`src/rtl/omw_map.vh`:
```
// constants for the operating mode and wake-up controller
//
// How it works
// with fast select low, clock is fast clock divided 2..64 or the sub-clock
// running from the sub-clock stops the fast oscillator and its dividers
// fast select low with divider select 000 or 001 enters SLOW mode
// SLOW switch completes only once the slow oscillator reports ready
// fast select high, or divider select 010..111, returns to NORMAL
// fast oscillator gets 15..16 cycles before its ready bit is set
// halt with idle enable 0 enters SLEEP: system and sub-clock stop
// SLEEP clears the watchdog and holds it stopped throughout
// halt, idle enable 1, keep-on 0: clock-off idle, sub-clock runs
// halt, idle enable 1, keep-on 1: clock-on idle, both clocks run
// power-down keeps state, sets power-down flag, clears time-out flag
// wake on enabled port A falling edge, interrupt, or watchdog overflow
// watchdog wake sets time-out flag, resets only counter and stack
// power-down flag cleared by reset or watchdog clear, set by halt
// per-pin wake enable; port wake resumes after the halt
// disabled interrupt or full stack: resume after halt, request stays
// enabled interrupt with stack room: normal interrupt response
// a request already pending at entry cannot wake the device
// both oscillators share one start-up counter; sleep wake restarts fast one unless the sub-clock is selected
// after sleep wake no instruction runs until the oscillator of the selected clock is ready
// watchdog time-out while running resets device and sets time-out flag
// core gives one-cycle halt and watchdog clear strobes, stalls when gated
`ifndef OMW_MAP_VH
`define OMW_MAP_VH

// register offsets
`define OMW_MODE_OFS 2'h0
`define OMW_CTRL_OFS 2'h1
`define OMW_STAT_OFS 2'h2
`define OMW_WAKE_OFS 2'h3

// mode register fields
`define OMW_FASTSEL_BIT 0
`define OMW_IDLE_EN_BIT 1
`define OMW_LRDY_BIT 2
`define OMW_HRDY_BIT 3
`define OMW_DIV_LSB 5
`define OMW_DIV_MSB 7
// control register field
`define OMW_KEEP_BIT 7
// status register fields
`define OMW_PDOWN_BIT 0
`define OMW_TMO_BIT 1
`define OMW_ST_LSB 4
`define OMW_ST_MSB 6

// reset values
`define OMW_FASTSEL_RST 1'h1
`define OMW_DIV_RST 3'h0
`define OMW_IDLE_EN_RST 1'h0
`define OMW_KEEP_RST 1'h0
`define OMW_WAKE_RST 8'h00

// clock select codes: n means fast clock / 2^n, sub means sub-clock
`define OMW_SEL_FAST 3'h0
`define OMW_SEL_SUB 3'h7
`define OMW_DIV_BASE 4'h8

// oscillator start-up counts in oscillator ticks
`define OMW_HOSC_START 11'h010
`define OMW_LOSC_START 11'h002

`endif

```
`src/rtl/omw_ctrl.v`:
```
// operating mode, clock gating and wake-up controller
//
// Local design decisions: strobed register access and the register addresses.
`timescale 1ns/1ps
`default_nettype none
`include "omw_map.vh"

module omw_ctrl (
  // clock and reset
  input wire clk,
  input wire nrst,
  // register port
  input wire [1:0] reg_addr,
  input wire [7:0] reg_wdata,
  input wire reg_wr,
  input wire reg_rd,
  output reg [7:0] reg_rdata,
  // cpu core strobes
  input wire halt_strobe,
  input wire watchdog_clear_instruction,
  // wake sources
  input wire [7:0] porta_in,
  input wire [7:0] irq_request,
  input wire [7:0] irq_enable,
  input wire stack_full,
  input wire wdt_overflow,
  // oscillator ticks, one-cycle pulses
  input wire hosc_tick,
  input wire losc_tick,
  // clock control
  output reg [2:0] sys_clk_sel,
  output wire sys_clk_en,
  output wire sub_clk_en,
  output reg hosc_en,
  output wire cpu_stall,
  // watchdog control
  output reg wdt_clear,
  output wire wdt_hold,
  // wake and reset results
  output reg wake_resume,
  output reg wake_irq_service,
  output reg wake_pc_sp_reset,
  output reg chip_reset_req,
  output reg [7:0] irq_wake_mask
);

  // ==========================================================
  // states
  // ==========================================================
  localparam [2:0] ST_NORMAL = 3'h0;
  localparam [2:0] ST_SLOW = 3'h1;
  localparam [2:0] ST_SLEEP = 3'h2;
  localparam [2:0] ST_IDLE_OFF = 3'h3;
  localparam [2:0] ST_IDLE_ON = 3'h4;
  localparam [2:0] ST_WAKE = 3'h5;

  localparam [1:0] WK_PORT = 2'h0;
  localparam [1:0] WK_IRQ = 2'h1;
  localparam [1:0] WK_IRQ_SVC = 2'h2;
  localparam [1:0] WK_WDT = 2'h3;

  // ==========================================================
  // storage
  // ==========================================================
  reg high_low_clock_select;
  reg [2:0] clock_divider_select;
  reg idle_enable;
  reg idle_sysclk_keep_on;
  reg [7:0] porta_wake_enable;
  reg power_down_flag;
  reg watchdog_timeout_flag;
  reg high_osc_ready;
  reg low_osc_ready;
  reg [2:0] state;
  reg [10:0] osc_startup_counter;
  reg cnt_busy;
  reg cnt_low;
  reg [7:0] porta_q;
  reg [1:0] wake_kind;
  reg from_sleep;
  reg sub_on;

  // ==========================================================
  // decoded requests
  // ==========================================================
  wire running;
  wire want_sub;
  wire [2:0] want_code;
  wire port_wake;
  wire [7:0] irq_new;
  wire irq_wake;
  wire irq_svc;
  wire any_wake;
  wire cnt_tick;
  wire cnt_done;
  wire wake_ready;
  wire start_hi;
  wire start_lo;
  wire [3:0] div_diff;

  // running modes and the clock that the mode bits ask for
  assign running = (state == ST_NORMAL) || (state == ST_SLOW);
  assign want_sub = ~high_low_clock_select &
                    (clock_divider_select[2:1] == 2'h0);
  assign div_diff = `OMW_DIV_BASE - {1'b0, clock_divider_select};
  assign want_code = high_low_clock_select ? `OMW_SEL_FAST :
                     (want_sub ? `OMW_SEL_SUB : div_diff[2:0]);

  // wake sources, a pending request at entry is masked off
  assign port_wake = |(porta_q & ~porta_in & porta_wake_enable);
  assign irq_new = irq_request & irq_wake_mask;
  assign irq_wake = |irq_new;
  assign irq_svc = (|(irq_new & irq_enable)) & ~stack_full;
  assign any_wake = port_wake | irq_wake | wdt_overflow;

  // shared start-up counter ticks on whichever oscillator starts
  assign cnt_tick = cnt_low ? losc_tick : hosc_tick;
  assign cnt_done = cnt_busy & cnt_tick &
                    (osc_startup_counter + 11'h001 ==
                     (cnt_low ? `OMW_LOSC_START : `OMW_HOSC_START));

  // counter starts, fast one first since it gates execution
  assign start_hi = hosc_en & ~high_osc_ready & ~cnt_busy;
  assign start_lo = sub_on & ~low_osc_ready & ~cnt_busy & ~start_hi;

  // wake is complete once the oscillator behind the clock is ready
  assign wake_ready = (sys_clk_sel == `OMW_SEL_SUB) ? low_osc_ready :
                      high_osc_ready;

  // gated clocks and the core stall
  assign sys_clk_en = running || (state == ST_IDLE_ON);
  assign sub_clk_en = sub_on;
  assign cpu_stall = ~running ||
                     ((sys_clk_sel != `OMW_SEL_SUB) & ~high_osc_ready);
  assign wdt_hold = (state == ST_SLEEP);

  // ==========================================================
  // register writes
  // ==========================================================
  // software-written control bits
  always @(posedge clk or negedge nrst) begin
    if (!nrst) begin
      high_low_clock_select <= `OMW_FASTSEL_RST;
      clock_divider_select <= `OMW_DIV_RST;
      idle_enable <= `OMW_IDLE_EN_RST;
      idle_sysclk_keep_on <= `OMW_KEEP_RST;
      porta_wake_enable <= `OMW_WAKE_RST;
    end else if (reg_wr) begin
      case (reg_addr)
        `OMW_MODE_OFS: begin
          high_low_clock_select <= reg_wdata[`OMW_FASTSEL_BIT];
          idle_enable <= reg_wdata[`OMW_IDLE_EN_BIT];
          clock_divider_select <= reg_wdata[`OMW_DIV_MSB:`OMW_DIV_LSB];
        end
        `OMW_CTRL_OFS: begin
          idle_sysclk_keep_on <= reg_wdata[`OMW_KEEP_BIT];
        end
        `OMW_WAKE_OFS: begin
          porta_wake_enable <= reg_wdata;
        end
        default: begin
          porta_wake_enable <= porta_wake_enable;
        end
      endcase
    end
  end

  // ==========================================================
  // register reads
  // ==========================================================
  // read data stands only in the cycle after the strobe
  always @(posedge clk or negedge nrst) begin
    if (!nrst) begin
      reg_rdata <= 8'h00;
    end else if (reg_rd) begin
      case (reg_addr)
        `OMW_MODE_OFS: begin
          reg_rdata <= {clock_divider_select, 1'b0, high_osc_ready,
                        low_osc_ready, idle_enable, high_low_clock_select};
        end
        `OMW_CTRL_OFS: begin
          reg_rdata <= {idle_sysclk_keep_on, 7'h00};
        end
        `OMW_STAT_OFS: begin
          reg_rdata <= {1'b0, state, 2'h0, watchdog_timeout_flag,
                        power_down_flag};
        end
        `OMW_WAKE_OFS: begin
          reg_rdata <= porta_wake_enable;
        end
        default: begin
          reg_rdata <= 8'h00;
        end
      endcase
    end else begin
      reg_rdata <= 8'h00;
    end
  end

  // ==========================================================
  // status flags
  // ==========================================================
  // power-down flag: halt sets, watchdog clear clears, set wins
  always @(posedge clk or negedge nrst) begin
    if (!nrst) begin
      power_down_flag <= 1'b0;
    end else if (halt_strobe && running && !wdt_overflow) begin
      power_down_flag <= 1'b1;
    end else if (watchdog_clear_instruction) begin
      power_down_flag <= 1'b0;
    end
  end

  // time-out flag: overflow sets, halt clears, set wins
  always @(posedge clk or negedge nrst) begin
    if (!nrst) begin
      watchdog_timeout_flag <= 1'b0;
    end else if (wdt_overflow) begin
      watchdog_timeout_flag <= 1'b1;
    end else if (halt_strobe && running) begin
      watchdog_timeout_flag <= 1'b0;
    end
  end

  // ==========================================================
  // oscillator start-up
  // ==========================================================
  // one counter serves both oscillators
  always @(posedge clk or negedge nrst) begin
    if (!nrst) begin
      osc_startup_counter <= 11'h000;
      cnt_busy <= 1'b0;
      cnt_low <= 1'b0;
      high_osc_ready <= 1'b0;
      low_osc_ready <= 1'b0;
    end else begin
      if (!hosc_en) begin
        high_osc_ready <= 1'b0;
      end else if (cnt_done && !cnt_low) begin
        high_osc_ready <= 1'b1;
      end
      if (!sub_on) begin
        low_osc_ready <= 1'b0;
      end else if (cnt_done && cnt_low) begin
        low_osc_ready <= 1'b1;
      end
      if (start_hi || start_lo) begin
        cnt_busy <= 1'b1;
        cnt_low <= start_lo;
        osc_startup_counter <= 11'h000;
      end else if (cnt_busy && ((cnt_low && !sub_on) || (!cnt_low && !hosc_en))) begin
        cnt_busy <= 1'b0; // abandoned when its oscillator stops
      end else if (cnt_done) begin
        cnt_busy <= 1'b0;
      end else if (cnt_busy && cnt_tick) begin
        osc_startup_counter <= osc_startup_counter + 11'h001;
      end
    end
  end

  // port A history for falling-edge detection
  always @(posedge clk or negedge nrst) begin
    if (!nrst) begin
      porta_q <= 8'hFF;
    end else begin
      porta_q <= porta_in;
    end
  end

  // ==========================================================
  // mode state machine
  // ==========================================================
  always @(posedge clk or negedge nrst) begin
    if (!nrst) begin
      state <= ST_NORMAL;
      sys_clk_sel <= `OMW_SEL_FAST;
      hosc_en <= 1'b1;
      sub_on <= 1'b1;
      irq_wake_mask <= 8'h00;
      wake_kind <= WK_PORT;
      from_sleep <= 1'b0;
      wdt_clear <= 1'b0;
      wake_resume <= 1'b0;
      wake_irq_service <= 1'b0;
      wake_pc_sp_reset <= 1'b0;
      chip_reset_req <= 1'b0;
    end else begin
      wdt_clear <= 1'b0;
      wake_resume <= 1'b0;
      wake_irq_service <= 1'b0;
      wake_pc_sp_reset <= 1'b0;
      chip_reset_req <= 1'b0;
      case (state)
        ST_NORMAL, ST_SLOW: begin
          if (wdt_overflow) begin
            chip_reset_req <= 1'b1;
          end else if (halt_strobe) begin
            wdt_clear <= 1'b1;
            irq_wake_mask <= ~irq_request;
            if (!idle_enable) begin
              state <= ST_SLEEP;
              hosc_en <= 1'b0;
              sub_on <= 1'b0;
            end else if (!idle_sysclk_keep_on) begin
              state <= ST_IDLE_OFF;
              hosc_en <= 1'b0;
            end else begin
              state <= ST_IDLE_ON;
            end
          end else begin
            if (watchdog_clear_instruction) begin
              wdt_clear <= 1'b1;
            end
            if (want_sub && sys_clk_sel != `OMW_SEL_SUB) begin
              sub_on <= 1'b1;
              if (low_osc_ready) begin
                sys_clk_sel <= `OMW_SEL_SUB;
                state <= ST_SLOW;
                hosc_en <= 1'b0;
              end
            end else if (!want_sub && sys_clk_sel == `OMW_SEL_SUB) begin
              hosc_en <= 1'b1;
              if (high_osc_ready) begin
                sys_clk_sel <= want_code;
                state <= ST_NORMAL;
              end
            end else begin
              sys_clk_sel <= want_code;
            end
          end
        end
        ST_SLEEP, ST_IDLE_OFF, ST_IDLE_ON: begin
          if (any_wake) begin
            from_sleep <= (state == ST_SLEEP);
            sub_on <= 1'b1;
            if (sys_clk_sel != `OMW_SEL_SUB) begin
              hosc_en <= 1'b1;
            end
            if (wdt_overflow) begin
              wake_kind <= WK_WDT;
            end else if (irq_wake) begin
              wake_kind <= irq_svc ? WK_IRQ_SVC : WK_IRQ;
            end else begin
              wake_kind <= WK_PORT;
            end
            state <= ST_WAKE;
          end
        end
        ST_WAKE: begin
          if (wake_ready) begin
            state <= (sys_clk_sel == `OMW_SEL_SUB) ? ST_SLOW : ST_NORMAL;
            irq_wake_mask <= 8'h00;
            if (from_sleep) begin
              wdt_clear <= 1'b1;
            end
            case (wake_kind)
              WK_WDT: begin
                wake_pc_sp_reset <= 1'b1;
              end
              WK_IRQ_SVC: begin
                wake_irq_service <= 1'b1;
              end
              default: begin
                wake_resume <= 1'b1;
              end
            endcase
          end
        end
        default: begin
          state <= ST_NORMAL;
        end
      endcase
    end
  end

endmodule
`default_nettype wire

```
`config.mk`:
```
export PLATFORM = sky130hd
export DESIGN_NAME = omw_ctrl
export DESIGN_NICKNAME = d
export VERILOG_FILES = /design/src/rtl/omw_ctrl.v
export VERILOG_INCLUDE_DIRS = /design/src /design/src/rtl
export SDC_FILE = /design/constraint.sdc
export NUM_CORES = 1
export LEC_CHECK = 0
export BUFFER_PORTS_ARGS = -buffer_cell sky130_fd_sc_hd__buf_2
export CORE_MARGIN = 2
export CORE_UTILIZATION = 50
export CTS_CLUSTER_DIAMETER = 60
export DETAILED_ROUTE_END_ITERATION = 8
export MAX_ROUTING_LAYER = met4
export PLACE_DENSITY_LB_ADDON = 0.1
export SLEW_MARGIN = 10
export SYNTH_ARGS = -nofsm -noshare
export SYNTH_HDL_FRONTEND = slang
export SYNTH_SLANG_ARGS = --single-unit
```
`constraint.sdc`:
```
create_clock -name clk -period 5.2 [get_ports clk]
set_input_delay 1.04 -clock clk [delete_from_list [all_inputs] [get_ports clk]]
set_output_delay 1.04 -clock clk [all_outputs]
set_load 0.02 [all_outputs]
```
==> out/qor.csv <==
stage;metric;value;unit
status;status;finished, final reports clean;
floorplanning;start_util;52.0;%
job;drv_cap;0;
worst_setup_path;critical_path_class;reg -> out;
routing;wire_per_inst;15.8;µm
yosys;synth-adder-area-share;0.704;%
yosys;netlist_top_cells_area;dfrtp_1, dfstp_2, mux2_2;
global_routing;groute.usage.overall;23.8;%
floorplanning;io_pins;73;
power_and_ir_drop;p_leak;1.96;nW
global_routing;grtUsageMet2;35.4;%
yosys;muxShareOfSynthArea;9.02;%
sta;fin_tns_setup;0;ns
global_routing;antenna_found_initial;0;
cells_and_area;stdcell_count;517;
routing;drt-pass1-iter-count;4;
global_routing;grt.overflow.total;0;
clock_network;cts_buffers;9;
power_and_ir_drop;combPwrFrac;33.6;%
clock_network;cts_resized;0;
cells_and_area;fillCellCount;607;
global_routing;grt_util_met1;33.3;%
clock_network;htreeDepth;3;
yosys;synthSimpleGateAreaFrac;20.3;%
cells_and_area;areaGrowthSynthToFinish;17.8;%
sta;rsz0062_at_grt;no;
floorplanning;core-area;6830;µm²
power_and_ir_drop;p_seq_share;41.8;%
sta;hold_viol;0;
clock_network;hold_buffers;0;
routing;drt_first_iter_violations;180;
place;dpl_cell_area;3960;µm²
cells_and_area;drive_above_1_share;30.4;%
yosys;synthFlopType;dfrtp_1;
power_and_ir_drop;power_density;484;nW/µm²
clock_network;clk_pin_slew;0.07;ns
worst_setup_path;cp.arrival;1.56;ns
sta;max_freq;384;MHz
yosys;synthCells;348;
cells_and_area;mostFrequentLayoutCell;buf_2;
clock_network;clk_path_buf_depth;2;
yosys;syn-num-nets;394;
worst_setup_path;startpoint_type;flop;
global_routing;grt_max_degree;46;
yosys;synth-edff-count;0;
yosys;syn-cell-area;3550;µm²
power_and_ir_drop;clkPwrFrac;24.6;%
yosys;synth.ff_latch_count;71;
worst_setup_path;cp.required;4.16;ns
floorplanning;num_rows;30;
worst_setup_path;critPathMaxStageDelay;0.59;ns
worst_setup_path;crit_fanout;12;
global_routing;first_global_vias;2831;
place;hpwl;5860;µm
clock_network;cts.sink_count;71;
sta;finalSetupViolCount;0;
cells_and_area;n_antenna_cell;0;
yosys;syn_avg_cell_area;10.2;µm²
yosys;synth_xor_area_share;1.97;%
sta;period_minus_slack;2.60;ns
yosys;netlist-cell-type-count;56;
routing;routed_wl;8150;µm
clock_network;cts_tree;done;
routing;via_per_inst;5.58;
clock_network;post_cts_buffers;0;
place;place_congestion;0.795;
routing;ant_nets;0;
cells_and_area;layout_common_cells;buf_2, dfrtp_1, nand2_1;
sta;slew_headroom;50.4;%
yosys;synth_warnings;0;
cells_and_area;final_area;4190;µm²
sta;finalMaxSlewViolations;0;
cells_and_area;final_nets;462;
global_routing;busiest_layer;met2;
place;io_buffers;72;
worst_setup_path;end_kind;output pin;
place;dp.cells;501;
yosys;synth_compound_area_share;14.7;%
clock_network;clk-insertion-delay-late;0.34;ns
yosys;ys_seq_area_share;50.4;%
sta;clock_skew;0.00928;ns
yosys;synth_top_area_cell;dfrtp_1;
power_and_ir_drop;p_int;1.28;mW
floorplanning;die_area;7790;µm²
routing;num_vias;2884;
sta;tightest_slew;0.734;ns
power_and_ir_drop;p_switching;0.745;mW
worst_setup_path;crit_slowest_cell;dfrtp_1;
hold_path;holdCritPathClass;reg -> reg;
yosys;async_flop_share;100;%
power_and_ir_drop;vdd_drop_max;0.281;mV
floorplanning;die_w;88.3;µm
yosys;yosysTopAreaCellShare;42.3;%
worst_setup_path;path_cells;nor3b_1, buf_2;
floorplanning;die_h;88.3;µm
yosys;synth_top_family_by_area;simple AND/OR/NAND/NOR gates;
routing;drc;0;
global_routing;grt_pass1_wl;13800;µm
power_and_ir_drop;switching_share;36.8;%
sta;post-route-period-util;50.0;%
global_routing;grtUsageMet3;3.08;%
clock_network;cts_root_buf;clkbuf_8;
-- through the flow --
| step | setup slack [ns] | utilization (%) | hold WS [ns] | power, mW |
|---|---|---|---|---|
| after global placement | 2.40 | 58.0 | 0.440 | 1.51 |
| after detailed placement | 2.34 | 58.0 | 0.448 | 1.53 |
| final | 2.60 | 61.3 | 0.440 | 2.02 |
| after floorplan | 2.69 | - | 0.414 | 1.32 |
| after CTS | 2.59 | 61.3 | 0.450 | 2.04 |
| after global routing | 2.54 | 61.3 | 0.470 | 2.16 |
-- state kept, by name, summed over array words and instances, names as in the netlist, 2 cells and up --
name                  count
osc_startup_counter      11
irq_wake_mask             8
porta_q                   8
porta_wake_enable         8
reg_rdata                 8
clock_divider_select      3
state                     3
sys_clk_sel               3
wake_kind                 2
-- per-layer routing --
layer  share of wire, %  vias to the layer above
met4                1.6                        0
met3                4.4                       11
met2                 47                       81
met1                 47                     1384
li1                   -                     1408
met5                  0                        -
-- power groups by stage --
stage	clock network [mW]	registers (mW)	logic [mW]
2_1_floorplan	0	0.867	0.452
3_3_place_gp	0	0.848	0.666
3_5_place_dp	0	0.852	0.682
4_1_cts	0.507	0.844	0.686
5_1_grt	0.533	0.869	0.754
6_report	0.497	0.847	0.681
-- cells by family (layout without fill, tap and decap cells) --
logic type	Yosys count	count (layout)
AND/OR/NAND/NOR	140	140
adder cells (fa/ha/maj)	2	2
multiplexers	29	29
XOR/XNOR	8	8
AO/OA/AOI/OAI	75	75
buffers and inverters	23	96
flip-flops	71	71
-- worst paths after layout --
check,startpoint,to,slack (ns),cells after the start
worst max-delay path,state[1],wdt_hold,2.60,2
worst max register to register,osc_startup_counter[0],osc_startup_counter[5],2.70,6
worst min-delay path,wake_kind[0],wake_irq_service,0.44,1
max in group asynchronous,nrst,from_sleep,3.50,2
worst min register to register,wake_kind[0],wake_irq_service,0.44,1
min in group asynchronous,nrst,reg_rdata[4],0.71,1
-- cell type report --
cell class | instances | area (µm²) | area share, %
Sequential cell | 71 | 1790 | 42.8
Multi-Input combinational cell | 254 | 1660 | 39.6
Timing Repair Buffer | 73 | 368 | 8.79
Clock buffer | 13 | 159 | 3.80
Tap cell | 96 | 120 | 2.87
Clock inverter | 3 | 65.1 | 1.55
Inverter | 7 | 26.3 | 0.628
-- Yosys cell counts, types with 3 or more instances --
library cell   n
a211o_1        4
a21o_1         3
a21oi_1       10
a22oi_1        8
and2_1         4
and3_1         9
clkbuf_1      12
dfrtp_1       60
dfstp_2       11
inv_1          7
mux2_2        24
mux2i_1        5
nand2_1       37
nand2b_1       7
nand3_1       19
nand3b_1       8
nand4_1        7
nor2_1        26
nor2b_1        4
nor3_1        10
o21ai_0       16
o22ai_1       10
xnor2_1        7
-- worst max-delay path: cells and delay by family, from the launching register on --
family | cells | cell delay (ns)
buffers and inverters | 1 | 0.24
flip-flops | 1 | 0.59
AND/OR/NAND/NOR | 1 | 0.39
(Power assumes the default switching activity.)
